**src/verilog/qcmsc_pkg.sv**
```systemverilog
package qcmsc_pkg;
  // command bytes
  localparam logic [7:0] CMD_HW_RESET = 8'h04;
  localparam logic [7:0] CMD_NOP = 8'h06;
  localparam logic [7:0] CMD_ACTIVATE = 8'h0E;
  localparam logic [7:0] CMD_WR_TX_SLOT = 8'h40;
  localparam logic [7:0] CMD_RD_TX_SLOT = 8'h41;
  localparam logic [7:0] CMD_WR_RX_SLOT = 8'h42;
  localparam logic [7:0] CMD_RD_RX_SLOT = 8'h43;
  localparam logic [7:0] CMD_WR_CLK_SLOT = 8'h44;
  localparam logic [7:0] CMD_RD_CLK_SLOT = 8'h45;
  localparam logic [7:0] CMD_WR_CONFIG = 8'h46;
  localparam logic [7:0] CMD_RD_CONFIG = 8'h47;
  // reset values
  localparam logic [7:0] CLK_SLOT_RST = 8'h00;
  localparam logic [7:0] CONFIG_RST = 8'h9A;
  localparam logic [3:0] CHAN_EN_RST = 4'hF;
  // field positions
  localparam int HWY_BIT = 7;
  localparam int DUAL_TX_BIT = 7;
  localparam int EDGE_BIT = 6;
  localparam int RX_OFS_LSB = 3;
  localparam int TX_OFS_LSB = 0;
  localparam int IRQ_TYPE_BIT = 7;
  localparam int CHOP_BIT = 6;
  localparam int SIG_BIT = 5;
  localparam int MCLK_SRC_BIT = 4;
  localparam int FREQ_LSB = 0;
  // serial framing counts
  localparam logic [4:0] BYTE_EDGES = 5'd8;
  localparam logic [4:0] RESET_EDGES = 5'd16;
  // frame syncs after activation before valid pcm
  localparam logic [1:0] SYNC_WAIT = 2'd2;
  // chopper divisors
  localparam logic [2:0] CHOP_DIV8_LAST = 3'd7;
  localparam logic [2:0] CHOP_DIV7_LAST = 3'd6;

  typedef enum logic [1:0]
  {
    QCMSC_IDLE = 2'b00,
    QCMSC_WDATA = 2'b01,
    QCMSC_RDATA = 2'b10
  } qcmsc_state_t;
endpackage : qcmsc_pkg
```
**src/verilog/qcmsc_core.sv**
```systemverilog
`timescale 1ns/1ps
module qcmsc_core #(
  parameter int NCH = 4
) (
  // system
  input wire logic sys_clk,
  input wire logic rst_n,
  input wire logic reset_pin_n,
  // serial port from host
  input wire logic serial_port_clock,
  input wire logic chip_select_n,
  input wire logic serial_port_data_in,
  output logic serial_port_data_out,
  output logic serial_port_data_oe_n,
  // pcm timing
  input wire logic frame_sync,
  input wire logic ref_clk_2048,
  // channel enables from enable register block
  input wire logic [NCH-1:0] chan_enable,
  // per-channel settings
  output logic [NCH*7-1:0] tx_slot_number,
  output logic [NCH-1:0] tx_highway_sel,
  output logic [NCH*7-1:0] rx_slot_number,
  output logic [NCH-1:0] rx_highway_sel,
  output logic [NCH-1:0] tx_drive_a,
  output logic [NCH-1:0] tx_drive_b,
  output logic [NCH-1:0] channel_active_flag,
  output logic [NCH-1:0] pcm_valid,
  // shared timing settings
  output logic tx_edge_select,
  output logic [2:0] rx_clock_offset,
  output logic [2:0] tx_clock_offset,
  // global configuration
  output logic irq_driver_type,
  output logic chopper_divide_sel,
  output logic highway_signaling_en,
  output logic master_clock_source,
  output logic [3:0] master_freq_select,
  output logic master_freq_reserved,
  output logic chopper_clk,
  output logic internal_reset_n
);
  import qcmsc_pkg::*;

  // two-stage synchronisers for all pins except rst_n
  logic [5:0] s1_r;
  logic [5:0] s2_r;
  always_ff @(posedge sys_clk or negedge rst_n)
  begin
    if (!rst_n)
    begin
      s1_r <= 6'h38;
      s2_r <= 6'h38;
    end
    else
    begin
      s1_r <= {reset_pin_n, serial_port_clock, chip_select_n, serial_port_data_in,
               frame_sync, ref_clk_2048};
      s2_r <= s1_r;
    end
  end
  logic pin_rst_n_s;
  logic sclk_s;
  logic cs_n_s;
  logic sdi_s;
  logic fs_s;
  logic ref_s;
  assign {pin_rst_n_s, sclk_s, cs_n_s, sdi_s, fs_s, ref_s} = s2_r;

  // edge detection after synchronisation
  logic sclk_d_r;
  logic cs_n_d_r;
  logic fs_d_r;
  logic ref_d_r;
  always_ff @(posedge sys_clk or negedge rst_n)
  begin
    if (!rst_n)
    begin
      sclk_d_r <= 1'b1;
      cs_n_d_r <= 1'b1;
      fs_d_r <= 1'b0;
      ref_d_r <= 1'b0;
    end
    else
    begin
      sclk_d_r <= sclk_s;
      cs_n_d_r <= cs_n_s;
      fs_d_r <= fs_s;
      ref_d_r <= ref_s;
    end
  end
  logic sclk_rise;
  logic sclk_fall;
  logic cs_start;
  logic cs_end;
  logic fs_rise;
  logic ref_rise;
  assign sclk_rise = sclk_s && !sclk_d_r && !cs_n_s;
  assign sclk_fall = !sclk_s && sclk_d_r && !cs_n_s;
  assign cs_start = !cs_n_s && cs_n_d_r;
  assign cs_end = cs_n_s && !cs_n_d_r;
  assign fs_rise = fs_s && !fs_d_r;
  assign ref_rise = ref_s && !ref_d_r;

  // soft reset from command or long frame for one cycle, or from the reset pin while it is low
  logic cmd_reset_r;
  logic soft_rst;
  assign soft_rst = cmd_reset_r || !pin_rst_n_s;
  assign internal_reset_n = !soft_rst;

  // byte shifter: msb first, last eight edges kept
  logic [7:0] shift_r;
  logic [4:0] edge_cnt_r;
  always_ff @(posedge sys_clk or negedge rst_n)
  begin
    if (!rst_n)
    begin
      shift_r <= 8'h00;
      edge_cnt_r <= 5'd0;
    end
    else if (cs_start)
    begin
      edge_cnt_r <= 5'd0;
    end
    else if (sclk_rise)
    begin
      shift_r <= {shift_r[6:0], sdi_s};
      if (edge_cnt_r != RESET_EDGES)
        edge_cnt_r <= edge_cnt_r + 5'd1;
    end
  end

  logic byte_done;
  logic long_frame;
  assign byte_done = cs_end && edge_cnt_r >= BYTE_EDGES && edge_cnt_r < RESET_EDGES;
  assign long_frame = cs_end && edge_cnt_r == RESET_EDGES;

  // command sequencer
  qcmsc_state_t state_r;
  logic [7:0] cmd_r;
  logic [7:0] rdata_r;
  logic [7:0] clk_slot_r;
  logic [7:0] config_r;
  logic [7:0] tx_reg_r [NCH];
  logic [7:0] rx_reg_r [NCH];
  logic any_en;
  assign any_en = |chan_enable;

  // read source: first enabled channel
  logic [7:0] rd_sel;
  always_comb
  begin
    rd_sel = 8'h00;
    for (int i = NCH - 1; i >= 0; i--)
    begin
      if (chan_enable[i])
        rd_sel = (shift_r == CMD_RD_TX_SLOT) ? tx_reg_r[i] : rx_reg_r[i];
    end
    case (shift_r)
      CMD_RD_CLK_SLOT: rd_sel = clk_slot_r;
      CMD_RD_CONFIG: rd_sel = config_r;
      default: ;
    endcase
  end

  logic is_read;
  logic is_write;
  always_comb
  begin
    is_read = 1'b0;
    is_write = 1'b0;
    case (shift_r)
      CMD_RD_TX_SLOT, CMD_RD_RX_SLOT: is_read = any_en;
      CMD_WR_TX_SLOT, CMD_WR_RX_SLOT: is_write = 1'b1;
      CMD_RD_CLK_SLOT: is_read = any_en;
      CMD_WR_CLK_SLOT: is_write = any_en;
      CMD_RD_CONFIG: is_read = 1'b1;
      CMD_WR_CONFIG: is_write = 1'b1;
      default: ;
    endcase
  end

  logic activate_p;
  always_ff @(posedge sys_clk or negedge rst_n)
  begin
    if (!rst_n)
    begin
      state_r <= QCMSC_IDLE;
      cmd_r <= 8'h00;
      rdata_r <= 8'h00;
      cmd_reset_r <= 1'b0;
      activate_p <= 1'b0;
    end
    else
    begin
      cmd_reset_r <= long_frame;
      activate_p <= 1'b0;
      if (soft_rst)
        state_r <= QCMSC_IDLE;
      else
        case (state_r)
          QCMSC_IDLE:
          begin
            if (byte_done)
            begin
              cmd_r <= shift_r;
              if (shift_r == CMD_HW_RESET)
                cmd_reset_r <= 1'b1;
              else if (shift_r == CMD_ACTIVATE)
                activate_p <= 1'b1;
              else if (is_read)
              begin
                rdata_r <= rd_sel;
                state_r <= QCMSC_RDATA;
              end
              else if (is_write)
                state_r <= QCMSC_WDATA;
              // nop and unknown bytes fall through unchanged
            end
          end
          QCMSC_WDATA:
          begin
            if (byte_done)
              state_r <= QCMSC_IDLE;
          end
          QCMSC_RDATA:
          begin
            if (cs_end)
              state_r <= QCMSC_IDLE;
            else if (sclk_fall)
              rdata_r <= {rdata_r[6:0], 1'b0};
          end
          default: state_r <= QCMSC_IDLE;
        endcase
    end
  end

  // read data: msb shown as soon as chip select falls
  assign serial_port_data_out = rdata_r[7];
  assign serial_port_data_oe_n = !(state_r == QCMSC_RDATA && !cs_n_s);

  logic wr_stb;
  assign wr_stb = state_r == QCMSC_WDATA && byte_done && !soft_rst;

  // per-channel slot registers and activation
  genvar g;
  generate
    for (g = 0; g < NCH; g++)
    begin : g_ch
      localparam logic [7:0] SLOT_RST = 8'(g);
      logic [1:0] sync_cnt_r;
      always_ff @(posedge sys_clk or negedge rst_n)
      begin
        if (!rst_n)
        begin
          tx_reg_r[g] <= SLOT_RST;
          rx_reg_r[g] <= SLOT_RST;
        end
        else if (soft_rst)
        begin
          tx_reg_r[g] <= SLOT_RST;
          rx_reg_r[g] <= SLOT_RST;
        end
        else if (wr_stb && chan_enable[g])
        begin
          if (cmd_r == CMD_WR_TX_SLOT)
            tx_reg_r[g] <= shift_r;
          if (cmd_r == CMD_WR_RX_SLOT)
            rx_reg_r[g] <= shift_r;
        end
      end
      always_ff @(posedge sys_clk or negedge rst_n)
      begin
        if (!rst_n)
        begin
          channel_active_flag[g] <= 1'b0;
          sync_cnt_r <= 2'd0;
        end
        else if (soft_rst)
        begin
          channel_active_flag[g] <= 1'b0;
          sync_cnt_r <= 2'd0;
        end
        else if (activate_p && chan_enable[g])
        begin
          channel_active_flag[g] <= 1'b1;
          sync_cnt_r <= 2'd0;
        end
        else if (channel_active_flag[g] && fs_rise && sync_cnt_r != SYNC_WAIT)
          sync_cnt_r <= sync_cnt_r + 2'd1;
      end
      assign pcm_valid[g] = channel_active_flag[g] && sync_cnt_r == SYNC_WAIT;
      assign tx_slot_number[g*7 +: 7] = tx_reg_r[g][6:0];
      assign rx_slot_number[g*7 +: 7] = rx_reg_r[g][6:0];
      assign tx_highway_sel[g] = tx_reg_r[g][HWY_BIT];
      assign rx_highway_sel[g] = rx_reg_r[g][HWY_BIT];
      assign tx_drive_a[g] = pcm_valid[g]
        && (clk_slot_r[DUAL_TX_BIT] || !tx_highway_sel[g]);
      assign tx_drive_b[g] = pcm_valid[g]
        && (clk_slot_r[DUAL_TX_BIT] || tx_highway_sel[g]);
    end
  endgenerate

  // shared clock slot and configuration bytes
  always_ff @(posedge sys_clk or negedge rst_n)
  begin
    if (!rst_n)
    begin
      clk_slot_r <= CLK_SLOT_RST;
      config_r <= CONFIG_RST;
    end
    else if (soft_rst)
    begin
      clk_slot_r <= CLK_SLOT_RST;
      config_r <= CONFIG_RST;
    end
    else if (wr_stb)
    begin
      if (cmd_r == CMD_WR_CLK_SLOT)
        clk_slot_r <= shift_r;
      if (cmd_r == CMD_WR_CONFIG)
        config_r <= shift_r;
    end
  end

  assign tx_edge_select = clk_slot_r[EDGE_BIT];
  assign rx_clock_offset = clk_slot_r[RX_OFS_LSB +: 3];
  assign tx_clock_offset = clk_slot_r[TX_OFS_LSB +: 3];
  assign irq_driver_type = config_r[IRQ_TYPE_BIT];
  assign chopper_divide_sel = config_r[CHOP_BIT];
  assign highway_signaling_en = config_r[SIG_BIT];
  assign master_clock_source = config_r[MCLK_SRC_BIT];
  assign master_freq_select = config_r[FREQ_LSB +: 4];
  assign master_freq_reserved = master_freq_select[3:2] == 2'b11
    || master_freq_select[1:0] == 2'b11;

  // chopper clock: reference divided by 8 or 7
  logic [2:0] chop_cnt_r;
  logic [2:0] chop_last;
  assign chop_last = chopper_divide_sel ? CHOP_DIV7_LAST : CHOP_DIV8_LAST;
  always_ff @(posedge sys_clk or negedge rst_n)
  begin
    if (!rst_n)
    begin
      chop_cnt_r <= 3'd0;
      chopper_clk <= 1'b0;
    end
    else if (ref_rise)
    begin
      chop_cnt_r <= (chop_cnt_r >= chop_last) ? 3'd0 : chop_cnt_r + 3'd1;
      chopper_clk <= chop_cnt_r < 3'd4;
    end
  end
endmodule : qcmsc_core

```
**config.mk**
```make
export PLATFORM = sky130hd
export DESIGN_NAME = qcmsc_core
export DESIGN_NICKNAME = d
export VERILOG_FILES = /design/src/verilog/qcmsc_pkg.sv /design/src/verilog/qcmsc_core.sv
export SDC_FILE = /design/constraint.sdc
export NUM_CORES = 1
export LEC_CHECK = 0
export BUFFER_PORTS_ARGS = -buffer_cell sky130_fd_sc_hd__buf_2
export CORE_ASPECT_RATIO = 0.8
export CORE_UTILIZATION = 45
export CTS_BUF_LIST = sky130_fd_sc_hd__clkbuf_8 sky130_fd_sc_hd__clkbuf_16
export DETAILED_ROUTE_END_ITERATION = 8
export PLACE_DENSITY_LB_ADDON = 0.12
export REMOVE_ABC_BUFFERS = 1
export SKIP_CTS_REPAIR_TIMING = 1
export SLEW_MARGIN = 5
export SYNTH_ARGS = -nofsm -noshare
export SYNTH_HDL_FRONTEND = slang
export SYNTH_SLANG_ARGS = --single-unit
```
**constraint.sdc**
```tcl
create_clock -name sys_clk -period 5.44 [get_ports sys_clk]
set_input_delay 0 -clock sys_clk [delete_from_list [all_inputs] [get_ports sys_clk]]
set_output_delay 0 -clock sys_clk [all_outputs]
set_load 0.005 [all_outputs]
```
==> run summary, run 1 <==
final setup margin = 1905 ps
Final Critical Period = 3535 ps
Synth Cell Area = 7178 sq um
post-layout util = 55.94%
post-route setup TNS = 0 ps
Worst Skew = 8.791 ps
Final setup violation count = 0
clock root buffer = clkbuf_16
CP cell instances = nand2b_1, inv_1, nand2b_1, nor3_2, nor4b_1, and4_1
Synth Area per Inst = 11.01 sq um
Num Clock Sinks = 145
ys async rst share = 100.0%
share of layout cells above drive strength 1 = 35.51%
post-route ant nets = 0
pre-CTS setup slack = 1930 ps
Layout fillers = 1353
Slew headroom = 17.98%
Seq/Total Area, Yosys = 50.90%
P_leak = 4.061 nW
full die area = 16460 sq um
Max H-tree Level = 4
Max VDD drop = 0.2771 mV
routed vias = 5509
Final period util = 64.99%
status = finished, final reports clean
dpl hpwl = 13470 um
RSZ-0062 raised after global routing = false
worst min-delay path class = input pin to flop
diode count = 0
layout net count = 773
commonest non-fill, non-tap cell in the layout = dfrtp_1
Pwr Density = 359.6 nW/um^2
synthesis-to-finish area growth = 19.35%
total CTS buffers = 17
first-pass GRT wire length = 29760 um
Synth cell types = 59
Clock transition at path regs = 60 ps
Worst path top cell family by delay = simple AND/OR/NAND/NOR gates
EDFF count, synth = 0
r2r worst-path depth = 6
CP max stage delay = 790 ps
Via density = 5.644
Setup CP Type = flop to flop
WL/cell = 19.81 um
Seq cells post-synth = 145
CTS tree = done
fmax = 282.9 MHz
height of the die = 115.0 um
GR Overflow Total = 0
num ports = 112
DRC = 0
hold path cells = 3
Die W = 143.2 um
initial antenna violation count = 0
most common flop cell mapped by yosys = dfrtp_1
Rows = 40
pin count of the biggest net entering global routing = 76
vias in the first global route = 5237
Routed WL = 19340 um
CTS max path bufs = 2
commonest non-fill, non-tap cells in the layout = 125 x dfrtp_1, 110 x buf_2, 78 x mux2_2
starting density of the core = 46.87%
crit path DAT = 3900 ps
Required @ worst endpoint = 5810 ps
startpoint types = flop
Worst-Skew Late Latency = 430 ps
initial drt markers = 358
Cells after Synth = 652
Pins Over Slew Limit = 0
max-cap violations = 0
slowest stage cell, crit path = inv_1
Sequential Area = 3654 sq um
WP buf/inv = 1
Top cell by count, worst path = nand2b_1
crit path capture type = flop
Synth Warn # = 0
Hold Vio Cnt, Final = 0
core area = 15310 sq um
Worst-Margin Slew = 1227 ps
I/O Buffers = 111
stages on the worst setup path = 6
CP max FO = 24
Multi-input gate area = 3218 sq um
Tot GR Track Use = 24.61%
routability cong. = 0.8150
First-pass DRT Iterations = 5
## routing by layer
layer / vias to the layer above / global-route usage, % / wire [um]
li1: 2527 / - / -
met1: 2768 / 35.24 / 9334
met2: 196 / 36.39 / 8502
met3: 18 / 5.581 / 1251
met4: 0 / 9.176 / 248
met5: - / 0 / 0
## per-stage QoR
step / std cells / hold WS (ps) / total power [W] / area [sq um]
after CTS: 967 / -389.5 / 0.003096 / 8477
after global routing: 976 / 36.79 / 0.003210 / 8567
after detailed placement: 935 / 73.89 / 0.001845 / 7846
after global placement: 935 / 63.19 / 0.001830 / 7846
after floorplan: 609 / -295.6 / 0.001586 / 6972
final: 976 / 24.04 / 0.003080 / 8567
## power breakdown
group          total [W]  switching [W]  internal, W
clock            0.00124       0.000447     0.000797
combinational   0.000543       0.000321     0.000223
sequential       0.00129       0.000106      0.00119
## synth_stat cells (5+ instances only)
master | instances | area, sq um
nor2_2 | 9 | 56.30
nand3_1 | 19 | 95.09
mux2i_1 | 29 | 290.3
xnor2_1 | 5 | 43.79
o31ai_1 | 9 | 67.56
nand4bb_1 | 8 | 90.09
a22o_1 | 9 | 78.83
dfrtp_1 | 125 | 3128
nor2b_1 | 7 | 43.79
buf_2 | 9 | 45.04
inv_1 | 30 | 112.6
mux2_2 | 78 | 878.3
o21ai_0 | 37 | 185.2
buf_4 | 7 | 52.55
buf_1 | 6 | 22.52
nor2_1 | 53 | 198.9
nor4_2 | 7 | 87.58
ha_1 | 8 | 100.1
nor4_1 | 5 | 31.28
a21oi_1 | 33 | 165.2
nand2b_1 | 11 | 68.82
and2_1 | 7 | 43.79
clkbuf_1 | 20 | 75.07
a221o_1 | 6 | 60.06
dfstp_2 | 20 | 525.5
nand2_1 | 38 | 142.6
## path summary, 6_finish.rpt
| kind | start | end | slack [ps] |
|---|---|---|---|
| worst max-delay path | s2_r[5] | activate_p | 1900 |
| worst min-delay path | chan_enable[1] | channel_active_flag[1] | 20 |
| worst max register to register | s2_r[5] | activate_p | 1900 |
| worst min register to register | s1_r[1] | s2_r[1] | 350 |
| max in group asynchronous | rst_n | clk_slot_r[5] | 3900 |
| min in group asynchronous | rst_n | s2_r[1] | 150 |
## registers in the layout, summed over array words and instances, names as in the netlist, 4 cells and up
register and count:
channel_active_flag 4, clk_slot_r 8, cmd_r 8, config_r 8, edge_cnt_r 5, g_ch.sync_cnt_r 8, rdata_r 8, rx_highway_sel 4
rx_slot_number 28, s1_r 6, s2_r 6, shift_r 8, tx_highway_sel 4, tx_slot_number 28
## cell type report
| class | instances | share of cell area (%) |
|---|---|---|
| Sequential cell | 145 | 42.65 |
| Multi-Input combinational cell | 434 | 37.56 |
| Timing Repair Buffer | 125 | 8.047 |
| Clock buffer | 20 | 5.448 |
| Tap cell | 210 | 3.067 |
| Clock inverter | 12 | 1.913 |
| Inverter | 30 | 1.314 |
## worst reg2reg max path, cell delays in order, from the launching register on
cell and delay [ps]:
dfstp_2 510, nand2b_1 520, inv_1 790, nand2b_1 420, nor3_2 600, nor4b_1 380, and4_1 240
## logic make-up (layout without fill, tap and decap cells)
| kind of cell | Yosys count | in the layout | share of synthesized area [%] |
|---|---|---|---|
| flip-flops | 145 | 145 | 50.90 |
| AO/OA/AOI/OAI | 116 | 116 | 10.41 |
| XOR/XNOR | 8 | 8 | 0.9762 |
| multiplexers | 107 | 107 | 16.28 |
| buffers and inverters | 73 | 187 | 4.445 |
| AND/OR/NAND/NOR | 195 | 195 | 15.60 |
| adder cells (fa/ha/maj) | 8 | 8 | 1.395 |
Power figures use the tool's default switching activity.
==> run 2: changes to the inputs <==
--- a/config.mk
+++ b/config.mk
@@ -5,6 +5,7 @@
 export SDC_FILE = /design/constraint.sdc
 export NUM_CORES = 1
 export LEC_CHECK = 0
+export ABC_AREA = 1
 export BUFFER_PORTS_ARGS = -buffer_cell sky130_fd_sc_hd__buf_2
 export CORE_ASPECT_RATIO = 0.8
 export CORE_UTILIZATION = 45
==> constraint.sdc (replaced) <==
create_clock -name sys_clk -period 3.37 [get_ports sys_clk]
set_input_delay 0 -clock sys_clk [delete_from_list [all_inputs] [get_ports sys_clk]]
set_output_delay 0 -clock sys_clk [all_outputs]
set_load 0.005 [all_outputs]
==> run summary, run 2 <==
Hold Vio Cnt, Final = 0 (unchanged)
P_leak = 4.205 nW (+3.6%)
fmax = 389.8 MHz (+38%)
post-route setup TNS = 0 ps (unchanged)
core area = 14440 sq um (-5.7%)
Cells after Synth = 799 (+23%)
dpl hpwl = 13190 um (-2.1%)
Die W = 139.0 um (-2.9%)
Max VDD drop = 0.3496 mV (+26%)
synthesis-to-finish area growth = 21.67%
share of layout cells above drive strength 1 = 20.45% (-15 points)
Synth Area per Inst = 8.455 sq um (-23%)
Required @ worst endpoint = 3720 ps (-2090 ps)
total CTS buffers = 17 (unchanged)
CP max FO = 46 (+92%)
Pins Over Slew Limit = 0 (unchanged)
routed vias = 5946 (+7.9%)
internal power = 0.003590 W (+63%)
pin count of the biggest net entering global routing = 92 (+21%)
I/O Buffers = 111 (unchanged)
num ports = 112 (unchanged)
commonest non-fill, non-tap cells in the layout = 217 x nand2_1, 125 x dfrtp_1, 110 x buf_2
WL/cell = 17.09 um (-14%)
WHS = 29.87 ps (+5.836 ps)
first-pass GRT wire length = 29990 um (+0.79%)
ys async rst share = 100.0% (unchanged)
switching share of power = 25.78% (-2.6 points)
Synth cell types = 41 (-31%)
Final period util = 76.12% (+11 points)
sw power = 0.001247 W (+43%)
routability cong. = 0.8931 (+9.6%)
slowest stage cell, crit path = nand2_2
initial drt markers = 530 (+48%)
Tot GR Track Use = 25.41% (+0.81 points)
final instance area = 8219 sq um (-4.1%)
Clock transition at path regs = 60 ps (about the same)
crit path DAT = 2920 ps (-980 ps)
initial antenna violation count = 0 (unchanged)
most common flop cell mapped by yosys = dfrtp_1
CTS max path bufs = 2 (unchanged)
top-count cell post-synth = nand2_1
GR Overflow Total = 0 (unchanged)
DRC = 0 (unchanged)
status = finished, final reports clean
Via density = 5.366 (-4.9%)
Final setup violation count = 0 (unchanged)
max-cap violations = 0 (unchanged)
Routed WL = 18930 um (-2.1%)
clock root buffer = clkbuf_16
Synth top cells by count = 217 x nand2_1, 125 x dfrtp_1, 92 x o21ai_1
height of the die = 111.6 um (-2.9%)
diode count = 0 (unchanged)
post-layout util = 56.90% (+0.96 points)
Slew headroom = 38.81% (+21 points)
crit path capture type = flop
Top cell by count, worst path = nand2_1
RSZ-0062 raised after global routing = false
Worst Skew = 5.169 ps (-3.622 ps)
full die area = 15510 sq um (-5.8%)
top post-synthesis cells by area = dfrtp_1 46%, nand2_1 12%, dfstp_2 7.8%
worst min-delay path class = input pin to flop
starting density of the core = 46.77% (-0.10 points)
CP cell instances = inv_2, nand2_1, nor2_1, nand2_2, inv_2, o21a_1, o21ai_0, nand3_1, nand2_1, nand2_1, nand2_1, nand2_1
Synth Cell Area = 6755 sq um (-5.9%)
CP max stage delay = 530 ps (-260 ps)
Placed Area = 7431 sq um (-5.3%)
Seq pwr share = 42.5% (+0.5 points)
Num Clock Sinks = 145 (unchanged)
Worst-Skew Late Latency = 420 ps (about the same)
EDFF count, synth = 0 (unchanged)
vias in the first global route = 5561 (+6.2%)
Rows = 39 (-2.5%)
Seq/Total Area, Yosys = 54.08% (+3.2 points)
share of the synthesized area in the top cell type = 46.30% (+2.7 points)
Worst-Margin Slew = 914.4 ps (-312.6 ps)
commonest non-fill, non-tap cell in the layout = nand2_1
layout net count = 931 (+20%)
Max H-tree Level = 4 (unchanged)
First-pass DRT Iterations = 8 (+3)
Synth Warn # = 0 (unchanged)
clock share of power = 45.1% (+4.7 points)
Pwr Density = 588.5 nW/um^2 (+64%)
Setup CP Type = flop to flop
startpoint types = flop
combinational power share = 12.4% (-5.2 points)
Final Critical Period = 2565 ps (-969.9 ps)
Seq cells post-synth = 145 (unchanged)
area leader, netlist = dfrtp_1
CTS tree = done
post-route ant nets = 0 (unchanged)
## run 2: cell type report
type                            count  area, sq um
Clock buffer                       21        480.5
Clock inverter                     11        207.7
Tap cell                          184        230.2
Sequential cell                   145         3654
Timing Repair Buffer              125        704.4
Inverter                           81        304.0
Fill cell                        1314         6225
Multi-Input combinational cell    541         2639
## run 2: path summary, 6_finish.rpt
path	from	to	slack [ps]	cells past startpoint
worst max-delay path	shift_r[7]	rdata_r[6]	800	12
max in group asynchronous	rst_n	config_r[4]	2320	3
worst min register to register	s1_r[2]	s2_r[2]	350	0
worst max register to register	shift_r[7]	rdata_r[6]	800	12
min in group asynchronous	rst_n	rx_slot_number[19]	200	2
worst min-delay path	chan_enable[2]	channel_active_flag[2]	30	3
## run 2: worst max-delay path, delay by kind of cell (launching register included)
kind                   cells  cell delay, ps
AOI/OAI and AO/OA          2             220
and+or+nand+nor            8            1260
buffers and inverters      2             590
DFF                        1             400
## run 2: power groups by stage
stage,Clock (W),Sequential [W],Combinational [W]
floorplan,0,0.00206,0.000317
global placement,0,0.00208,0.000581
detailed placement,0,0.00208,0.000591
CTS,0.00221,0.00206,0.000596
global route,0.00229,0.00207,0.000680
finish,0.00218,0.00206,0.000600
## run 2: kinds of logic after synthesis
group	synth area share, %
and+or+nand+nor	21.26
DFF	54.08
adders and majority gates	1.482
buffers and inverters	6.853
AOI/OAI and AO/OA	15.67
xor gates and xnor gates	0.6482
## run 2: per-stage QoR
stage	power, W	setup slack, ps	std cells
after detailed placement	0.002675	889.9	1066
after global placement	0.002657	933.0	1066
after global routing	0.005042	508.9	1108
after CTS	0.004866	827.2	1098
after floorplan	0.002373	1062	767
final	0.004837	804.7	1108
## run 2: per-layer routing
| layer | up-vias | wire (um) | GRT usage, % |
|---|---|---|---|
| li1 | 2843 | - | - |
| met1 | 2845 | 8869 | 36.65 |
| met2 | 231 | 8320 | 36.60 |
| met3 | 27 | 1488 | 7.398 |
| met4 | 0 | 255 | 8.444 |
| met5 | - | 0 | 0 |
